[config.mk]
export PLATFORM = sky130hd
export DESIGN_NAME = rif_irq
export DESIGN_NICKNAME = d
export VERILOG_FILES = /design/src/logic/rif_pkg.sv /design/src/logic/rif_irq.sv
export VERILOG_INCLUDE_DIRS = /design/src /design/src/logic
export SDC_FILE = /design/constraint.sdc
export NUM_CORES = 1
export LEC_CHECK = 0
export ABC_AREA = 1
export BUFFER_PORTS_ARGS = -buffer_cell sky130_fd_sc_hd__buf_2
export CORE_MARGIN = 2
export CORE_UTILIZATION = 40
export CTS_CLUSTER_SIZE = 24
export DETAILED_ROUTE_END_ITERATION = 8
export GPL_TIMING_DRIVEN = 0
export PLACE_DENSITY = 0.7
export RECOVER_POWER = 25
export REMOVE_ABC_BUFFERS = 1
export SYNTH_ARGS = -nofsm -noshare
export SYNTH_HDL_FRONTEND = slang
export SYNTH_SLANG_ARGS = --single-unit
[constraint.sdc]
create_clock -name i_clk -period 2.7 [get_ports i_clk]
set_clock_uncertainty 0.05 [all_clocks]
set_input_delay 0.54 -clock i_clk [delete_from_list [all_inputs] [get_ports i_clk]]
set_output_delay 0.54 -clock i_clk [all_outputs]
set_load 0.01 [all_outputs]
[src/logic/rif_defs.svh]
// register offsets, field positions, reset values for the radio irq block
`ifndef RIF_DEFS_SVH
`define RIF_DEFS_SVH
// register indexes; the byte address on the bus is four times the index
`define RIF_IDX_DEPTH_CFG 8'h0c
`define RIF_IDX_SRC_MAP 8'h0d
`define RIF_IDX_FLAGS 8'h0e
`define RIF_IDX_LEVEL 8'h0f
`define RIF_ADDR_DEPTH_CFG 8'h30
`define RIF_ADDR_SRC_MAP 8'h34
`define RIF_ADDR_FLAGS 8'h38
`define RIF_ADDR_LEVEL 8'h3c
`define RIF_ADDR_STATE 8'h40
`define RIF_RST_DEPTH_CFG 8'h0f
`define RIF_RST_SRC_MAP 8'h00
`define RIF_RST_FLAGS 8'h01
`define RIF_RST_LEVEL 8'h00
`define RIF_RST_STATE 8'h00
`define RIF_BIT_FILL_METHOD 7
`define RIF_BIT_FILL 6
`define RIF_BIT_TX_DONE 5
`define RIF_BIT_OVERRUN 4
`define RIF_BIT_STR_EN 3
`define RIF_BIT_STR_FLAG 2
`define RIF_BIT_LOCK 1
`define RIF_BIT_LOCK_EN 0
`endif

[src/logic/rif_pkg.sv]
// types shared by the radio irq and fifo flag block
package rif_pkg;
   typedef enum logic [1:0] {
      RIF_CONT, RIF_BUFF, RIF_PKT
   } rif_mode_type;
   typedef enum logic [1:0] {
      RIF_RX, RIF_STBY, RIF_TX
   } rif_radio_type;
   typedef enum logic {
      RIF_IDLE, RIF_DATA
   } rif_bus_type;
endpackage
[src/logic/rif_irq.sv]
// radio interrupt source selection, fifo flags and status register block
//
// The implementer's own choice: the AHB-Lite slave port.
module rif_irq #(
   parameter int ADDR_W = 8
) (
   // clock and reset
   input wire logic i_clk,
   input wire logic i_rst,
   // ahb-lite slave
   input wire logic i_hsel,
   input wire logic [31:0] i_haddr,
   input wire logic [1:0] i_htrans,
   input wire logic i_hwrite,
   input wire logic [2:0] i_hsize,
   input wire logic [31:0] i_hwdata,
   input wire logic i_hready,
   output logic [31:0] o_hrdata,
   output logic o_hreadyout,
   output logic o_hresp,
   // data path events, same clock
   input wire logic [6:0] i_fifo_count,
   input wire logic i_sync_det,
   input wire logic i_addr_match,
   input wire logic i_addr_filt_en,
   input wire logic i_payload_ready,
   input wire logic i_crc_ok,
   input wire logic i_byte_written,
   input wire logic i_bit_clock,
   input wire logic i_last_bit_out,
   input wire logic i_overrun,
   input wire logic [7:0] i_strength,
   input wire logic i_pll_lock,
   // interrupt and control outputs
   output logic o_irq0,
   output logic o_irq1,
   output logic o_lock_pin,
   output logic o_tx_start,
   output logic o_fill_en,
   output logic o_restart,
   output logic [6:0] o_fifo_depth,
   output logic [6:0] o_fifo_level
);
`include "rif_defs.svh"

   logic [7:0] depth_cfg_q;
   logic [7:0] src_map_q;
   logic [7:0] flags_q;
   logic [7:0] level_q;
   logic [7:0] state_q;
   rif_pkg::rif_bus_type bus_q;
   logic wr_q;
   logic [ADDR_W-1:0] addr_q;
   logic [31:0] rdata_q;
   logic [6:0] depth;
   logic [6:0] thresh;
   logic full;
   logic not_empty;
   logic over_thresh;
   logic str_event;
   rif_pkg::rif_mode_type mode;
   rif_pkg::rif_radio_type radio;
   logic wr_now;
   logic [7:0] wd;

   ////////////////////////////////////////////////////////////////////////
   // decode helpers
   function automatic rif_pkg::rif_mode_type mode_of(input logic [1:0] m);
      if (m == 2'h0) begin
         return rif_pkg::RIF_CONT;
      end else if (m == 2'h1) begin
         return rif_pkg::RIF_BUFF;
      end
      return rif_pkg::RIF_PKT;
   endfunction

   function automatic rif_pkg::rif_radio_type radio_of(input logic [1:0] r);
      if (r == 2'h2) begin
         return rif_pkg::RIF_TX;
      end else if (r == 2'h1) begin
         return rif_pkg::RIF_STBY;
      end
      return rif_pkg::RIF_RX;
   endfunction

   ////////////////////////////////////////////////////////////////////////
   // derived fifo figures
   // depth in 16-byte steps, 7 bits so 64 fits
   assign depth = {1'b0, depth_cfg_q[7:6], 4'h0} + 7'h10;
   assign thresh = {1'b0, depth_cfg_q[5:0]} + 7'h01;
   assign full = (i_fifo_count >= depth);
   assign not_empty = (i_fifo_count != 7'h00);
   assign over_thresh = (i_fifo_count >= thresh);
   // source gated by the enable bit; reset leaves it off
   assign str_event = flags_q[`RIF_BIT_STR_EN] &
      (i_strength > level_q);
   assign mode = mode_of(state_q[1:0]);
   assign radio = radio_of(state_q[3:2]);
   assign o_fifo_depth = depth;
   assign o_fifo_level = thresh;

   ////////////////////////////////////////////////////////////////////////
   // interrupt pin routing, pure levels so a mode change shows at once
   always_comb begin
      o_irq0 = 1'b0;
      o_irq1 = 1'b0;
      if (radio == rif_pkg::RIF_TX) begin
         // start selector also picks pin 0
         o_irq0 = src_map_q[3] ? not_empty : over_thresh;
         if (mode == rif_pkg::RIF_CONT) begin
            o_irq1 = i_bit_clock;
         end else begin
            o_irq1 = src_map_q[2] ? flags_q[`RIF_BIT_TX_DONE] : full;
         end
      end else begin
         // fifo sources stay live in standby too
         case (mode)
            rif_pkg::RIF_CONT: begin
               o_irq0 = (src_map_q[7:6] == 2'h1) ? str_event
                  : i_sync_det;
               o_irq1 = i_bit_clock;
            end
            rif_pkg::RIF_BUFF: begin
               case (src_map_q[7:6])
                  2'h0: o_irq0 = 1'b0;
                  2'h1: o_irq0 = i_byte_written;
                  2'h2: o_irq0 = not_empty;
                  default: o_irq0 = i_sync_det;
               endcase
               case (src_map_q[5:4])
                  2'h0: o_irq1 = 1'b0;
                  2'h1: o_irq1 = full;
                  2'h2: o_irq1 = str_event;
                  default: o_irq1 = over_thresh;
               endcase
            end
            default: begin
               case (src_map_q[7:6])
                  2'h0: o_irq0 = i_payload_ready;
                  2'h1: o_irq0 = i_byte_written;
                  2'h2: o_irq0 = not_empty;
                  default: o_irq0 = i_addr_filt_en ? i_addr_match
                     : i_sync_det;
               endcase
               case (src_map_q[5:4])
                  2'h0: o_irq1 = i_crc_ok;
                  2'h1: o_irq1 = full;
                  2'h2: o_irq1 = str_event;
                  default: o_irq1 = over_thresh;
               endcase
            end
         endcase
      end
   end

   ////////////////////////////////////////////////////////////////////////
   // transmit start, fill enable and lock pin
   always_comb begin
      o_tx_start = (radio == rif_pkg::RIF_TX) &
         (src_map_q[3] ? not_empty : over_thresh);
      // fill bit gates filling only in buffered mode; other modes load unconditionally
      o_fill_en = (mode != rif_pkg::RIF_BUFF) |
         flags_q[`RIF_BIT_FILL];
      o_lock_pin = flags_q[`RIF_BIT_LOCK_EN] ?
         flags_q[`RIF_BIT_LOCK] : 1'b1;
   end

   ////////////////////////////////////////////////////////////////////////
   // ahb-lite address phase capture; always zero wait states
   always_ff @(posedge i_clk) begin
      if (i_rst) begin
         bus_q <= rif_pkg::RIF_IDLE;
         wr_q <= 1'b0;
         addr_q <= '0;
      end else if (i_hready) begin
         if (i_hsel && i_htrans[1]) begin
            bus_q <= rif_pkg::RIF_DATA;
            wr_q <= i_hwrite;
            addr_q <= i_haddr[ADDR_W-1:0];
         end else begin
            bus_q <= rif_pkg::RIF_IDLE;
            wr_q <= 1'b0;
         end
      end
   end

   assign wr_now = (bus_q == rif_pkg::RIF_DATA) && wr_q;
   assign wd = i_hwdata[7:0];
   assign o_hreadyout = 1'b1;
   assign o_hresp = 1'b0;
   assign o_hrdata = rdata_q;

   ////////////////////////////////////////////////////////////////////////
   // read/write configuration registers; source map bits 1:0 read full and not-empty, state bits 7:4 read zero
   always_ff @(posedge i_clk) begin
      if (i_rst) begin
         depth_cfg_q <= `RIF_RST_DEPTH_CFG;
         src_map_q <= `RIF_RST_SRC_MAP;
         level_q <= `RIF_RST_LEVEL;
         state_q <= `RIF_RST_STATE;
      end else if (wr_now) begin
         if (addr_q == `RIF_ADDR_DEPTH_CFG) begin
            depth_cfg_q <= wd;
         end else if (addr_q == `RIF_ADDR_SRC_MAP) begin
            src_map_q <= {wd[7:2], 2'h0};
         end else if (addr_q == `RIF_ADDR_LEVEL) begin
            level_q <= wd;
         end else if (addr_q == `RIF_ADDR_STATE) begin
            state_q <= {4'h0, wd[3:0]};
         end
      end
   end

   ////////////////////////////////////////////////////////////////////////
   // flag register: hardware set wins over a software clear
   always_ff @(posedge i_clk) begin
      if (i_rst) begin
         flags_q <= `RIF_RST_FLAGS;
         o_restart <= 1'b0;
      end else begin
         o_restart <= 1'b0;
         if (wr_now && addr_q == `RIF_ADDR_FLAGS) begin
            flags_q[`RIF_BIT_FILL_METHOD] <= wd[7];
            flags_q[`RIF_BIT_STR_EN] <= wd[3];
            flags_q[`RIF_BIT_LOCK_EN] <= wd[0];
            if (wd[4]) begin
               flags_q[`RIF_BIT_OVERRUN] <= 1'b0;
               o_restart <= 1'b1;
            end
            if (wd[2]) begin
               flags_q[`RIF_BIT_STR_FLAG] <= 1'b0;
            end
            if (wd[1]) begin
               flags_q[`RIF_BIT_LOCK] <= 1'b0;
            end
            if (wd[7]) begin
               flags_q[`RIF_BIT_FILL] <= wd[6];
            end else if (wd[6] && !flags_q[`RIF_BIT_OVERRUN]) begin
               flags_q[`RIF_BIT_FILL] <= 1'b0;
            end
         end
         // sets come last, so an event in the cycle of a write is kept
         if (i_overrun) begin
            flags_q[`RIF_BIT_OVERRUN] <= 1'b1;
         end
         if (str_event) begin
            flags_q[`RIF_BIT_STR_FLAG] <= 1'b1;
         end
         if (i_pll_lock) begin
            flags_q[`RIF_BIT_LOCK] <= 1'b1;
         end
         if (!flags_q[`RIF_BIT_FILL_METHOD] && i_sync_det) begin
            flags_q[`RIF_BIT_FILL] <= 1'b1;
         end
         // done bit follows shift-out; cleared when transmit ends
         if (i_last_bit_out) begin
            flags_q[`RIF_BIT_TX_DONE] <= 1'b1;
         end else if (radio != rif_pkg::RIF_TX) begin
            flags_q[`RIF_BIT_TX_DONE] <= 1'b0;
         end
      end
   end

   ////////////////////////////////////////////////////////////////////////
   // read data, registered one edge after the address phase
   always_ff @(posedge i_clk) begin
      if (i_rst) begin
         rdata_q <= 32'h0;
      end else begin
         rdata_q <= 32'h0;
         if (i_hready && i_hsel && i_htrans[1] && !i_hwrite) begin
            if (i_haddr[ADDR_W-1:0] == `RIF_ADDR_DEPTH_CFG) begin
               rdata_q <= {24'h0, depth_cfg_q};
            end else if (i_haddr[ADDR_W-1:0] == `RIF_ADDR_SRC_MAP) begin
               rdata_q <= {24'h0, src_map_q[7:2], full, not_empty};
            end else if (i_haddr[ADDR_W-1:0] == `RIF_ADDR_FLAGS) begin
               rdata_q <= {24'h0, flags_q};
            end else if (i_haddr[ADDR_W-1:0] == `RIF_ADDR_LEVEL) begin
               rdata_q <= {24'h0, level_q};
            end else if (i_haddr[ADDR_W-1:0] == `RIF_ADDR_STATE) begin
               rdata_q <= {24'h0, state_q};
            end
         end
      end
   end

   ////////////////////////////////////////////////////////////////////////
   // checks
   depth_sixteen_a: assert property (@(posedge i_clk)
      disable iff (i_rst) depth_cfg_q[7:6] == 2'h0 |-> depth == 7'h10)
      else $error("fifo depth not 16 for code 00");
   depth_max_a: assert property (@(posedge i_clk)
      disable iff (i_rst) depth_cfg_q[7:6] == 2'h3 |-> depth == 7'h40)
      else $error("fifo depth not 64 for code 11");
   thresh_plus_a: assert property (@(posedge i_clk)
      disable iff (i_rst) thresh == {1'b0, depth_cfg_q[5:0]} + 7'h01)
      else $error("threshold not field plus one");
   cont_irq1_a: assert property (@(posedge i_clk)
      disable iff (i_rst)
      mode == rif_pkg::RIF_CONT |-> o_irq1 == i_bit_clock)
      else $error("pin 1 not bit clock in continuous mode");
   buff_none_a: assert property (@(posedge i_clk)
      disable iff (i_rst)
      mode == rif_pkg::RIF_BUFF && radio != rif_pkg::RIF_TX &&
      src_map_q[7:6] == 2'h0 |-> !o_irq0)
      else $error("pin 0 active with no source selected");
   pkt_payload_a: assert property (@(posedge i_clk)
      disable iff (i_rst)
      mode == rif_pkg::RIF_PKT && radio != rif_pkg::RIF_TX &&
      src_map_q[7:6] == 2'h0 |-> o_irq0 == i_payload_ready)
      else $error("pin 0 not payload ready in packet mode");
   tx_start_a: assert property (@(posedge i_clk)
      disable iff (i_rst)
      radio == rif_pkg::RIF_TX && !src_map_q[3] |->
      o_tx_start == (i_fifo_count >= thresh))
      else $error("transmit start not at threshold");
   tx_any_a: assert property (@(posedge i_clk)
      disable iff (i_rst)
      radio == rif_pkg::RIF_TX && src_map_q[3] |->
      o_irq0 == (i_fifo_count != 7'h00))
      else $error("pin 0 not not-empty in transmit");
   tx_irq1_a: assert property (@(posedge i_clk)
      disable iff (i_rst)
      radio == rif_pkg::RIF_TX && mode != rif_pkg::RIF_CONT &&
      src_map_q[2] |-> o_irq1 == flags_q[`RIF_BIT_TX_DONE])
      else $error("pin 1 not transmit done in transmit");
   full_bit_a: assert property (@(posedge i_clk)
      disable iff (i_rst) full == (i_fifo_count >= depth))
      else $error("full flag wrong");
   empty_bit_a: assert property (@(posedge i_clk)
      disable iff (i_rst) i_fifo_count == 7'h00 |-> !not_empty)
      else $error("not-empty bit high with an empty fifo");
   fill_gate_a: assert property (@(posedge i_clk)
      disable iff (i_rst)
      mode == rif_pkg::RIF_BUFF |-> o_fill_en == flags_q[`RIF_BIT_FILL])
      else $error("fill enable not from fill bit in buffered mode");
   fill_auto_a: assert property (@(posedge i_clk)
      disable iff (i_rst)
      !flags_q[`RIF_BIT_FILL_METHOD] && i_sync_det |=>
      flags_q[`RIF_BIT_FILL])
      else $error("fill bit not set on sync");
   fill_manual_a: assert property (@(posedge i_clk)
      disable iff (i_rst)
      wr_now && addr_q == `RIF_ADDR_FLAGS && wd[7] &&
      flags_q[`RIF_BIT_FILL_METHOD] |=>
      flags_q[`RIF_BIT_FILL] == $past(wd[6]))
      else $error("manual fill bit not as written");
   tx_done_a: assert property (@(posedge i_clk)
      disable iff (i_rst) i_last_bit_out |=> flags_q[`RIF_BIT_TX_DONE])
      else $error("transmit done not set");
   overrun_sticky_a: assert property (@(posedge i_clk)
      disable iff (i_rst) i_overrun |=> flags_q[`RIF_BIT_OVERRUN])
      else $error("overrun not captured");
   str_gate_a: assert property (@(posedge i_clk)
      disable iff (i_rst) !flags_q[`RIF_BIT_STR_EN] |-> !str_event)
      else $error("strength source live while disabled");
   str_sticky_a: assert property (@(posedge i_clk)
      disable iff (i_rst) str_event |=> flags_q[`RIF_BIT_STR_FLAG])
      else $error("strength flag not captured");
   lock_sticky_a: assert property (@(posedge i_clk)
      disable iff (i_rst) i_pll_lock |=> flags_q[`RIF_BIT_LOCK])
      else $error("lock flag not captured");
   lock_pin_a: assert property (@(posedge i_clk)
      disable iff (i_rst) !flags_q[`RIF_BIT_LOCK_EN] |-> o_lock_pin)
      else $error("lock pin not high while disabled");
   lock_route_a: assert property (@(posedge i_clk)
      disable iff (i_rst)
      flags_q[`RIF_BIT_LOCK_EN] |-> o_lock_pin == flags_q[`RIF_BIT_LOCK])
      else $error("lock pin not showing lock flag while enabled");
endmodule

==> metrics <==
Peak VDD IR=0.269 mV; Final Max Tran Viols=0; top cell type by total area after synthesis=dfxtp_1; largest family of logic cells by synthesized area=simple AND/OR/NAND/NOR gates; crit path launch=depth_cfg_q[1]; Synth area leaders=dfxtp_1 32%, inv_1 8.6%, a21oi_1 7.6%; Setup CP Type=reg -> out; Slew HR=37.6%; YS warnings=0; post-synthesis mux area share=0%; DRT Pass-1 Iters=5; violated checks=setup timing; DP Cell Count=630; Peak Freq=0.347 GHz; P&R area growth vs syn=18.7%; clk sinks=53; Final Worst Setup Slack=-179 ps; Compound-Gate Fraction of Synth Area=20.2%; r2r worst-path depth=9; Worst-path clk slew=90 ps; P_leak=1.81 nW; status=finished with violations; reg2reg end=o_hrdata[1]; startpoint types=flip-flop; CORE AREA=0.00809 mm²; DP HPWL=6400 µm; final core occ=48.2%; Reg2Reg Launch Point=depth_cfg_q[6]; routed len/inst=12.9 µm; vias in the first global route=2895; grt total ovfl=0; hold crit path type=reg -> reg; layout cells sized above 1=21.5%; CP cell instances=buf_4 > nand3_4 > nor2_2 > xor2_1 > ha_1 > buf_4 > nand4_1 > nand3_2 > o21ai_2 > nand2_1 > buf_2; Post-DP Area=0.00360 mm²; GRT Overall Usage=19.0%; initial DRC count=173; CP peak stage delay=360 ps; CTS Buf Count=5; initial antenna violation count=0; Rows=33; Die X=94.7 µm; n_diodes=0; Slowest-stage cell, CP=dfxtp_2; Post-synth EDFFs=0; worst slew pin tran=936 ps; final hold violations=0; Clk Latency, worst-skew pair=320 ps; RSZ-0062 raised after global routing=yes; I/O pins=153; Via density=4.93; period utilization=107%; Die Footprint=0.00897 mm²; ANT nets after route=0; family with the most delay on the worst path=simple AND/OR/NAND/NOR gates; Cell Area, Synth=0.00329 mm²; register area share after synthesis=32.3%; Critical Path AT=2290 ps; total vias in the final route=3197; Final Non-Filler Cells=649; Synth top area share=32.3%; gp weighted congestion=0.918; post-synthesis adder-cell area fraction=7.61%; Initial Util=40.6%; Crit path top cell by count=buf_4; final wirelength=8370 µm; Post-Synth Simple-Gate Area=21.6%; IO buf count=70; most common cell in the netlist=inv_1; min Tclk post-route=2880 ps; first-pass GRT wire length=13200 µm; drc violations=0; Finished Cell Area=0.00390 mm²; largest net degree at the start of global routing=30; hold endpoint=addr_q[0]; Setup TNS=-450 ps; Yosys reg bits=53; Gate Count Post-Synth=467; Die Y=94.7 µm; Pwr per Cell Area=400 mW/mm²; Yosys cell types=41; Synth Area in XOR/XNOR=0.533%; root buf cell=clkbuf_8; Post-synth ARST share=0%; r2r setup slk=790 ps; Post-synth top cells=75 x inv_1, 59 x nand2_1, 53 x dfxtp_1, 53 x nor2_1, 50 x a21oi_1; H-tree lvl count=2; post-synthesis area per instance=7.04 µm²; Worst path depth=11; hold_buf cts=0; worst hold start=addr_q[0]; critical path endpoint category=output pin; Max-Cap Viols=0; CTS tree=built; Worst Hold Depth=2; fin nets=662; CTS Buffer Depth=2; prevailing post-synth register cell=dfxtp_1; CP required=2110 ps; Crit path buffers/inverters=3; CP Max Fanout=3; Setup-failing EPs final=3
[per-layer routing]
metal	global-route usage, %	vias to the layer above	part of all wire [%]
met5	0	-	0
met4	6.88	0	2.3
met3	2.95	21	5.9
met2	32.3	112	48
met1	24.2	1442	43
li1	-	1622	-
[sequential cells by signal, summed over array words and instances, names as in the netlist]
| signal | cells |
|---|---|
| depth_cfg_q | 8 |
| src_map_q | 6 |
| flags_q | 8 |
| o_hrdata | 8 |
| bus_q | 1 |
| addr_q | 8 |
| state_q | 4 |
| wr_q | 1 |
| level_q | 8 |
| o_restart | 1 |
[area by class of cell]
type / count / area (µm²)
well taps: 105 / 131
clock buffers: 6 / 82.6
inverters: 80 / 300
multi-input cells: 322 / 1870
fillers: 828 / 4190
flip-flops and latches: 53 / 1060
clock inverters: 2 / 37.5
repair buffers: 81 / 418
[placed cells by master, fill, tap and decap left out, types with 16 or more instances in the layout]
cell type / Yosys / routed
a21oi_1: 50 / 48
ha_1: 20 / 16
dfxtp_1: 53 / 50
inv_1: 75 / 73
buf_2: 6 / 58
o21ai_0: 39 / 37
nor2_1: 53 / 48
conb_1: 2 / 30
nand2_1: 59 / 57
[metrics by stage]
step	worst slack [ps]	total power [mW]	hold WS, ps
finish	-179	1.56	401
global route	-318	1.64	398
CTS	-182	1.57	397
detailed placement	-257	0.996	389
global placement	-150	0.992	385
floorplan	186	0.918	375
[worst reg2reg max path, cell delays in order, from the launching register on]
cell	delay (ps)
dfxtp_1	370
ha_1	180
inv_1	50
ha_1	300
a21oi_1	190
o211ai_1	120
buf_4	170
buf_4	130
a21oi_1	150
a21oi_1	90
[report_power, final]
| part | switching [mW] | internal, mW | leakage, nW |
|---|---|---|---|
| clock network | 0.270 | 0.302 | 0.0574 |
| logic | 0.121 | 0.0694 | 1.33 |
| registers | 0.00695 | 0.792 | 0.428 |
[kinds of logic (layout without fill, tap and decap cells)]
kind of cell             count (synthesis)  in the layout
XOR/XNOR                                 2              2
flip-flops                              53             53
buffers and inverters                  120            169
AND/OR/NAND/NOR                        151            151
AO/OA/AOI/OAI                          119            119
adder cells (fa/ha/maj)                 20             20
other                                    2             30
[repair_timing]
item	in CTS	in global routing
endpoints found under the setup margin	3	3
resized for setup	20	9
setup buffers	7	4
pin swaps	10	15
[worst max-delay path by stage]
stage / end / slack, ps
6_report: o_irq0 / -180
5_1_grt: o_irq0 / -320
4_1_cts: o_irq1 / -180
3_5_place_dp: o_irq0 / -260
3_3_place_gp: o_irq0 / -150
2_1_floorplan: o_irq0 / 190
(Power assumes the default switching activity.)
